--- config.mk ---
export PLATFORM = sky130hd
export DESIGN_NAME = dpa_parallel_adapter
export DESIGN_NICKNAME = d
export VERILOG_FILES = /design/src/dpa_pkg.sv /design/src/dpa_parallel_adapter.sv
export VERILOG_INCLUDE_DIRS = /design/src
export SDC_FILE = /design/constraint.sdc
export NUM_CORES = 1
export LEC_CHECK = 0
export ABC_CLOCK_PERIOD_IN_PS = 2500
export BUFFER_PORTS_ARGS = -buffer_cell sky130_fd_sc_hd__buf_2
export CAP_MARGIN = 20
export CORE_ASPECT_RATIO = 1.4
export CORE_UTILIZATION = 60
export CTS_BUF_LIST = sky130_fd_sc_hd__clkbuf_4 sky130_fd_sc_hd__clkbuf_8
export CTS_CLUSTER_DIAMETER = 60
export DETAILED_ROUTE_END_ITERATION = 7
export HOLD_SLACK_MARGIN = 0.12
export PLACE_DENSITY = 0.91
export SLEW_MARGIN = 20
export SYNTH_ARGS = -nofsm -noshare
export SYNTH_HDL_FRONTEND = slang
export SYNTH_SLANG_ARGS = --single-unit
--- constraint.sdc ---
create_clock -name mclk_i -period 2.5 [get_ports mclk_i]
set_clock_uncertainty 0.2 [all_clocks]
set_input_delay 0.125 -clock mclk_i [delete_from_list [all_inputs] [get_ports mclk_i]]
set_output_delay 0.125 -clock mclk_i [all_outputs]
set_load 0.05 [all_outputs]
--- src/dpa_params.svh ---
`ifndef DPA_PARAMS_SVH
`define DPA_PARAMS_SVH

// register select codes {reg_select_hi, reg_select_lo}
`define DPA_RS_PORT_A 2'h0
`define DPA_RS_CTRL_A 2'h1
`define DPA_RS_PORT_B 2'h2
`define DPA_RS_CTRL_B 2'h3

// control register field positions
`define DPA_CB_IRQ1_EN 0
`define DPA_CB_IRQ1_POL 1
`define DPA_CB_ACCESS 2
`define DPA_CB_LINE2_CTL 3
`define DPA_CB_LINE2_POL 4
`define DPA_CB_LINE2_OUT 5
`define DPA_CB_FLAG2 6
`define DPA_CB_FLAG1 7

// reset value and writable part of a control register
`define DPA_REG_RESET 8'h00
`define DPA_CTRL_WR_MASK 8'h3F

// synchronised pin count: strobe, rw, 3 selects, 2 reg selects, data, ports, 4 side lines
`define DPA_SYNC_W 35

`endif

--- src/dpa_pkg.sv ---
package dpa_pkg;

  typedef enum logic [0:0] {
    DPA_BUS_IDLE = 1'b0,
    DPA_BUS_ACCESS = 1'b1
  } dpa_bus_state_t;

endpackage

--- src/dpa_parallel_adapter.sv ---
`timescale 1ns/1ps
`include "dpa_params.svh"

module dpa_parallel_adapter (
  input wire logic mclk_i,
  input wire logic rst_b_i,
  input wire logic enable_strobe_i,
  input wire logic read_not_write_i,
  input wire logic select_pos_first_i,
  input wire logic select_pos_second_i,
  input wire logic select_neg_n_i,
  input wire logic reg_select_lo_i,
  input wire logic reg_select_hi_i,
  input wire logic [7:0] data_i,
  output logic [7:0] data_o,
  output logic data_oe_n_o,
  input wire logic [7:0] port_a_lines_i,
  output logic [7:0] port_a_lines_o,
  output logic [7:0] port_a_lines_oe_n_o,
  input wire logic [7:0] port_b_lines_i,
  output logic [7:0] port_b_lines_o,
  output logic [7:0] port_b_lines_oe_n_o,
  input wire logic side_a_irq_input_i,
  input wire logic side_b_irq_input_i,
  input wire logic side_a_control_line_i,
  output logic side_a_control_line_o,
  output logic side_a_control_line_oe_n_o,
  input wire logic side_b_control_line_i,
  output logic side_b_control_line_o,
  output logic side_b_control_line_oe_n_o,
  input wire logic side_a_irq_out_n_i,
  output logic side_a_irq_out_n_o,
  output logic side_a_irq_out_n_oe_n_o,
  input wire logic side_b_irq_out_n_i,
  output logic side_b_irq_out_n_o,
  output logic side_b_irq_out_n_oe_n_o
);
  import dpa_pkg::*;

  localparam int SW = `DPA_SYNC_W;

  logic [SW-1:0] raw_w;
  logic [SW-1:0] sync1_q;
  logic [SW-1:0] sync2_q;
  logic [SW-1:0] sync3_q;
  logic [SW-1:0] filt_q;
  logic [SW-1:0] filt_d;

  logic e_f;
  logic rw_f;
  logic sel_f;
  logic [1:0] rs_f;
  logic [7:0] bus_f;
  logic [7:0] pin_f [2];
  logic [1:0] line1_f;
  logic [1:0] line2_f;

  dpa_bus_state_t state_q;
  logic cyc_sel_q;
  logic cyc_rw_q;
  logic [1:0] cyc_rs_q;
  logic [7:0] wdata_q;
  logic commit_w;

  logic [7:0] ctrl_q [2];
  logic [7:0] out_q [2];
  logic [7:0] dir_q [2];
  logic [1:0] arm1_q;
  logic [1:0] arm2_q;
  logic [1:0] line1_prev_q;
  logic [1:0] line2_prev_q;
  logic [1:0] edge1_w;
  logic [1:0] edge2_w;
  logic [1:0] rd_clr_w;
  logic [1:0] wr_data_w;
  logic [1:0] wr_ctrl_w;
  logic [1:0] irq_w;
  logic [1:0] irq_q;
  logic [1:0] line2_o_q;
  logic [7:0] rd_mux_w;
  logic [7:0] data_q;
  logic data_oe_n_q;

  // pins cross into mclk through three flops each
  assign raw_w = {side_b_control_line_i, side_a_control_line_i, side_b_irq_input_i, side_a_irq_input_i,
                  port_b_lines_i, port_a_lines_i, data_i, reg_select_hi_i, reg_select_lo_i,
                  select_neg_n_i, select_pos_second_i, select_pos_first_i, read_not_write_i,
                  enable_strobe_i};

  always_ff @(posedge mclk_i or negedge rst_b_i) begin
    if (!rst_b_i) begin
      sync1_q <= '0;
      sync2_q <= '0;
      sync3_q <= '0;
    end else begin
      sync1_q <= raw_w;
      sync2_q <= sync1_q;
      sync3_q <= sync2_q;
    end
  end

  // a bit moves only once stages two and three agree
  assign filt_d = (sync2_q & ~(sync2_q ^ sync3_q)) | (filt_q & (sync2_q ^ sync3_q));

  always_ff @(posedge mclk_i or negedge rst_b_i) begin
    if (!rst_b_i) begin
      filt_q <= '0;
    end else begin
      filt_q <= filt_d;
    end
  end

  assign e_f = filt_q[0];
  assign rw_f = filt_q[1];
  assign sel_f = filt_q[2] & filt_q[3] & ~filt_q[4];
  assign rs_f = filt_q[6:5];
  assign bus_f = filt_q[14:7];
  assign pin_f[0] = filt_q[22:15];
  assign pin_f[1] = filt_q[30:23];
  assign line1_f = filt_q[32:31];
  assign line2_f = filt_q[34:33];

  // selects and register selects taken at the strobe's leading edge
  always_ff @(posedge mclk_i or negedge rst_b_i) begin
    if (!rst_b_i) begin
      state_q <= DPA_BUS_IDLE;
      cyc_sel_q <= 1'b0;
      cyc_rw_q <= 1'b0;
      cyc_rs_q <= 2'h0;
    end else begin
      case (state_q)
        DPA_BUS_IDLE: begin
          if (e_f) begin
            state_q <= DPA_BUS_ACCESS;
            cyc_sel_q <= sel_f;
            cyc_rw_q <= rw_f;
            cyc_rs_q <= rs_f;
          end
        end
        DPA_BUS_ACCESS: begin
          if (!e_f) begin
            state_q <= DPA_BUS_IDLE;
          end
        end
        default: begin
          state_q <= DPA_BUS_IDLE;
        end
      endcase
    end
  end

  // write data tracks the bus while the strobe is high; zero hold time
  always_ff @(posedge mclk_i or negedge rst_b_i) begin
    if (!rst_b_i) begin
      wdata_q <= 8'h00;
    end else if (e_f) begin
      wdata_q <= bus_f;
    end
  end

  assign commit_w = (state_q == DPA_BUS_ACCESS) && !e_f;

  genvar s;
  generate
    for (s = 0; s < 2; s++) begin : g_side
      assign wr_data_w[s] = commit_w && cyc_sel_q && !cyc_rw_q && (cyc_rs_q == {s[0], 1'b0});
      assign wr_ctrl_w[s] = commit_w && cyc_sel_q && !cyc_rw_q && (cyc_rs_q == {s[0], 1'b1});
      assign rd_clr_w[s] = commit_w && cyc_sel_q && cyc_rw_q && (cyc_rs_q == {s[0], 1'b0}) &&
                           ctrl_q[s][`DPA_CB_ACCESS];
      assign edge1_w[s] = ctrl_q[s][`DPA_CB_IRQ1_POL] ? (line1_f[s] & ~line1_prev_q[s]) :
                                                        (~line1_f[s] & line1_prev_q[s]);
      assign edge2_w[s] = ctrl_q[s][`DPA_CB_LINE2_POL] ? (line2_f[s] & ~line2_prev_q[s]) :
                                                         (~line2_f[s] & line2_prev_q[s]);
      assign irq_w[s] = (ctrl_q[s][`DPA_CB_FLAG1] & ctrl_q[s][`DPA_CB_IRQ1_EN]) |
                        (ctrl_q[s][`DPA_CB_FLAG2] & ctrl_q[s][`DPA_CB_LINE2_CTL] & ~ctrl_q[s][`DPA_CB_LINE2_OUT]);

      always_ff @(posedge mclk_i or negedge rst_b_i) begin
        if (!rst_b_i) begin
          out_q[s] <= `DPA_REG_RESET;
          dir_q[s] <= `DPA_REG_RESET;
        end else if (wr_data_w[s]) begin
          if (ctrl_q[s][`DPA_CB_ACCESS]) begin
            out_q[s] <= wdata_q;
          end else begin
            dir_q[s] <= wdata_q;
          end
        end
      end

      // secondary flag only as input
      // set beats a same-cycle read clear
      always_ff @(posedge mclk_i or negedge rst_b_i) begin
        if (!rst_b_i) begin
          ctrl_q[s] <= `DPA_REG_RESET;
        end else begin
          if (wr_ctrl_w[s]) begin
            ctrl_q[s][5:0] <= wdata_q[5:0];
          end
          if (edge1_w[s] && arm1_q[s]) begin
            ctrl_q[s][`DPA_CB_FLAG1] <= 1'b1;
          end else if (rd_clr_w[s]) begin
            ctrl_q[s][`DPA_CB_FLAG1] <= 1'b0;
          end
          if (edge2_w[s] && arm2_q[s] && !ctrl_q[s][`DPA_CB_LINE2_OUT]) begin
            ctrl_q[s][`DPA_CB_FLAG2] <= 1'b1;
          end else if (rd_clr_w[s]) begin
            ctrl_q[s][`DPA_CB_FLAG2] <= 1'b0;
          end
        end
      end

      always_ff @(posedge mclk_i or negedge rst_b_i) begin
        if (!rst_b_i) begin
          arm1_q[s] <= 1'b1;
          arm2_q[s] <= 1'b1;
        end else if (rd_clr_w[s]) begin
          arm1_q[s] <= 1'b0;
          arm2_q[s] <= 1'b0;
        end else if (commit_w && !cyc_sel_q) begin
          arm1_q[s] <= 1'b1;
          arm2_q[s] <= 1'b1;
        end
      end

      always_ff @(posedge mclk_i or negedge rst_b_i) begin
        if (!rst_b_i) begin
          line1_prev_q[s] <= 1'b0;
          line2_prev_q[s] <= 1'b0;
        end else begin
          line1_prev_q[s] <= line1_f[s];
          line2_prev_q[s] <= line2_f[s];
        end
      end

      always_ff @(posedge mclk_i or negedge rst_b_i) begin
        if (!rst_b_i) begin
          irq_q[s] <= 1'b0;
          line2_o_q[s] <= 1'b0;
        end else begin
          irq_q[s] <= irq_w[s];
          line2_o_q[s] <= ctrl_q[s][`DPA_CB_LINE2_CTL];
        end
      end
    end
  endgenerate

  always_comb begin
    case (rs_f)
      `DPA_RS_PORT_A: rd_mux_w = ctrl_q[0][`DPA_CB_ACCESS] ? pin_f[0] : dir_q[0];
      `DPA_RS_CTRL_A: rd_mux_w = ctrl_q[0];
      `DPA_RS_PORT_B: rd_mux_w = ctrl_q[1][`DPA_CB_ACCESS] ? ((out_q[1] & dir_q[1]) | (pin_f[1] & ~dir_q[1])) :
                                                            dir_q[1];
      `DPA_RS_CTRL_B: rd_mux_w = ctrl_q[1];
      default: rd_mux_w = 8'h00;
    endcase
  end

  // drive bus only on selected read
  always_ff @(posedge mclk_i or negedge rst_b_i) begin
    if (!rst_b_i) begin
      data_q <= 8'h00;
      data_oe_n_q <= 1'b1;
    end else begin
      data_q <= rd_mux_w;
      data_oe_n_q <= ~(e_f && sel_f && rw_f);
    end
  end

  assign data_o = data_q;
  assign data_oe_n_o = data_oe_n_q;
  assign port_a_lines_o = out_q[0];
  assign port_a_lines_oe_n_o = ~dir_q[0];
  assign port_b_lines_o = out_q[1];
  assign port_b_lines_oe_n_o = ~dir_q[1];
  assign side_a_control_line_o = line2_o_q[0];
  assign side_a_control_line_oe_n_o = ~ctrl_q[0][`DPA_CB_LINE2_OUT];
  assign side_b_control_line_o = line2_o_q[1];
  assign side_b_control_line_oe_n_o = ~ctrl_q[1][`DPA_CB_LINE2_OUT];
  // open-drain: value fixed low, enable carries the request
  assign side_a_irq_out_n_o = 1'b0;
  assign side_a_irq_out_n_oe_n_o = ~irq_q[0];
  assign side_b_irq_out_n_o = 1'b0;
  assign side_b_irq_out_n_oe_n_o = ~irq_q[1];
endmodule

==> impl.org <==
** Critical path
- STA puts the critical path data required time at ~2.7 ns.
- Endpoint of the worst setup timing path :: port_b_lines_o[1]$_DFFE_PN0P_
- Cells along the critical path :: and4bb_1, and4b_1, buf_4, mux2_4
- Stages on the worst setup path :: 4
- The kind of cell with the highest combined delay along the critical path is simple AND/OR/NAND/NOR gates.
- The slowest stage of the critical path is the and4bb_1 cell.
- Category of the worst setup path capture point :: flip-flop
- Cells on worst reg2reg path :: 4
- Worst-case register-to-register setup slack :: slightly above 0.5 ns
- Critical path launch point type :: flip-flop
- Total buffers and inverters traversed by the critical path :: 1
- Delay contributed by the slowest stage of the critical path :: between 0.4 and 0.5 ns
- In this run the critical register-to-register path is launched from cyc_rw_q$_DFFE_PN0P_.
- The most critical setup path has its startpoint at cyc_rw_q$_DFFE_PN0P_.
- Kind of critical path :: flip-flop to flip-flop
- Arrival time worst endpoint :: around 2.2 ns
- Critical register-to-register path endpoint :: port_b_lines_o[1]$_DFFE_PN0P_
- Worst-path fanout max :: 8

** Routing
- For this run, the detailed router's first-pass iteration total came to 4.
- Total number of vias :: roughly 4300
- Once detail routing completed, the nets flagged for antenna violations numbered 0.
- DRC Markers :: 0
- Initial DRC Count :: between 200 and 250
- Via density per instance :: around 5.4
- Wires add up to ~15000 µm.
- After detailed routing, the average wire length per cell comes to ~19 µm.

** Synth
- The mapped netlist covers ~7300 µm².
- Yosys warning count :: 0
- A synthesized cell averages approximately 17 µm².
- Leading area contributor after synthesis :: dfrtp_1
- After synthesis, the cell types taking the most area are dfrtp_1 74%, mux2_2 7.4%, maj3_1 4.8%, mux2i_1 1.6%, mux2_4 1.6%.
- Register area share after synthesis :: 0.751
- Counting every instance in the synthesized netlist gives about 430.
- Share of the synthesized area in the top cell type :: 0.740
- Post-synthesis sequential element count :: between 200 and 250
- The synthesized netlist contains 37 unique library cells.

** Clock network
- TritonCTS built the clock tree.
- Number of post-CTS setup repair buffers :: 0
- Buffers inserted during clock tree synthesis total 31.
- Clock-pin slew on the worst setup and hold paths :: 0.07 ns
- CTS hold repair buffers :: 72
- Clock latency on the worst-skew pair :: 0.55 ns
- Largest buffer count on any clock path :: 3
- Root buf cell :: clkbuf_8
- The clock drives 220 sinks.
- Post-CTS sizing :: 0
- In this run the number of H-tree levels came out at 1.

** Power
- Comb pwr share :: 0.171
- The internal power of the cells totals approximately 0.0063 W.
- Switching fraction of total power :: 0.295
- The share of total power dissipated in sequential elements is 0.482.
- Of the total power, the clock network draws 0.347.
- In this run the power spent charging and discharging nets is between 0.002 and 0.003 W.
- Summed over all cells, the static leakage comes to roughly 4.4 nW.
- VDD IR-drop max :: roughly 0.76 mV
- For this design the ratio of total power to cell area is ~950 nW/µm².
- Total power consumption of the routed design :: slightly below 0.009 W

** Global routing
- Initial antenna violation count :: 0
- Aggregate global routing overflow :: 0
- Pin count of the biggest net entering global routing :: 66
- For this run, the total global-route usage over all layers was measured as 0.255.
- The number of global-route vias before repair was 4841.
- The first global-routing pass estimated about 24000 µm of wire.

** Final layout
- For this run, the share of the core covered by cells in the final layout is 0.791.
- In the final layout, the share of cells above drive strength 1 is 0.330.
- Compared with the post-synthesis result, the final layout area differs by 28.1%.
- 0 antenna diodes ended up in the layout.
- In the final design database the tool counted about 660 nets.
- Final cell count without fillers :: a little under 800

** STA
- Slew at the pin closest to its max-slew limit :: roughly 0.7 ns
- In the finished design, the share of the clock period the worst path needs comes to 0.797.
- Upper clock frequency limit :: 502 MHz
- The total count of max-transition violations in the final report came to 0.
- RSZ-0062 raised after global routing :: no
- Setup violations remaining at the end of the flow were counted as 0.
- The clock period could shrink to roughly 2.0 ns.
- Final Hold Violating Endpoints :: 0
- Relative slew slack :: 0.536
- Setup Total Neg Slack :: 0 ns

** Run status
- The run finished with clean final reports.

** Die
- Die extent in y :: 133 µm
- Row Count :: 47
- Initial standard-cell utilization of the core :: 0.618
- Core area :: ~12000 µm²
- Number of top-level pins :: 88
- Die Span X :: approximately 95 µm
- Full die area :: ~13000 µm²

** Place
- The congestion estimate from routability-driven global placement came to 0.809.
- IO buf count :: 83
- Number of instances in the placed design :: between 600 and 700
- Sum of net half-perimeters after detailed placement :: around 8800 µm

** Run
- Max-cap violations in this run came to 0.

** Worst hold path
- The worst hold path belongs to the class flip-flop to flip-flop.
-- logic make-up (layout without fill, tap and decap cells) --
group / Yosys count / after routing / synth area share
flops: 220 / 220 / 0.751
mux: 69 / 69 / 0.110
compound gates: 39 / 39 / 0.0385
fa+ha+maj: 35 / 35 / 0.0478
simple gates: 35 / 35 / 0.0317
buf+inv: 32 / 240 / 0.0210
other cells: 1 / 2 / 0.000511
-- worst min-delay path by stage --
stage	startpoint	cells after the start	endpoint
floorplan	rst_b_i	0	asynchronous set/reset pin
global placement	rst_b_i	1	sync1_q[1]$_DFF_PN0_
detailed placement	rst_b_i	1	sync1_q[1]$_DFF_PN0_
CTS	sync1_q[20]$_DFF_PN0_	0	sync2_q[20]$_DFF_PN0_
global route	sync1_q[30]$_DFF_PN0_	0	sync2_q[30]$_DFF_PN0_
finish	sync1_q[20]$_DFF_PN0_	0	sync2_q[20]$_DFF_PN0_
-- Yosys cell counts, drive strengths merged --
master	instances
a21o	6
a21oi	7
a221oi	6
a22o	2
a31oi	1
a32o	4
and3	1
and4b	2
and4bb	1
buf	10
clkbuf	1
conb	1
dfrtp	217
dfstp	3
inv	21
maj3	35
mux2	56
mux2i	12
mux4	1
nand2	7
nand2b	6
nand3	4
nand3b	8
nand4b	1
nor2	4
nor3b	1
o21a	2
o21ai	4
o22ai	4
o2bb2ai	1
o31a	2
-- per-layer routing --
metal | wire length (µm) | global-route usage
met1 | 5730 | 0.314
met2 | 7840 | 0.431
met3 | 743 | 0.0460
met4 | 529 | 0.124
met5 | 0 | 0
-- worst reg2reg max path, cell delays in order (launching register included) --
cell      delay (ns)
dfrtp_1         0.39
and4bb_1        0.45
and4b_1         0.27
buf_4           0.24
mux2_4          0.34
-- area by class of cell --
class	count	area, µm²
tap	147	184
sequential	220	5510
multi-input combinational	180	1680
timing repair buffer	163	1240
clock buffer	44	574
clock inverter	12	135
inverter	21	78.8
fill	645	2480
-- stage by stage --
stage	hold WS, ns	setup WS, ns	cell area, µm²
3_3_place_gp	-0.0729	0.661	7970
3_5_place_dp	-0.0640	0.580	7970
6_report	0.138	0.508	9400
4_1_cts	0.142	0.511	9400
5_1_grt	0.153	0.481	9400
2_1_floorplan	-0.371	0.763	7340
-- cells in the final DEF (no fill, tap or decap), types with 2 or more instances in the layout --
cell	synthesis	routed
buf_12	0	3
dfstp_2	3	3
buf_2	3	82
nand3b_1	7	7
a32o_1	4	4
dfrtp_1	217	217
a21oi_1	7	7
mux2_4	8	8
inv_1	21	21
conb_1	1	2
clkinv_2	0	9
o22ai_1	4	4
a21o_1	6	6
o21a_1	2	2
dlygate4sd3_1	0	72
a22o_1	2	2
a221oi_1	6	6
clkbuf_8	0	40
buf_4	2	5
mux2i_1	12	12
nand3_1	2	2
o31a_1	2	2
o21ai_0	4	4
and4b_1	2	2
nand2_1	7	7
nand3_2	2	2
nand2b_1	6	6
bufinv_16	0	3
maj3_1	35	35
nor2_1	4	4
clkbuf_4	0	5
mux2_2	48	48
-- power groups by stage --
stage                     registers (W)  logic [W]  clock network (W)
after global placement          0.00430    0.00137                  0
after global routing            0.00434    0.00161            0.00333
final                           0.00430    0.00152            0.00309
after floorplan                 0.00439   0.000866                  0
after CTS                       0.00429    0.00151            0.00314
after detailed placement        0.00434    0.00141                  0
No activity file was read; power rests on OpenSTA's default activity.
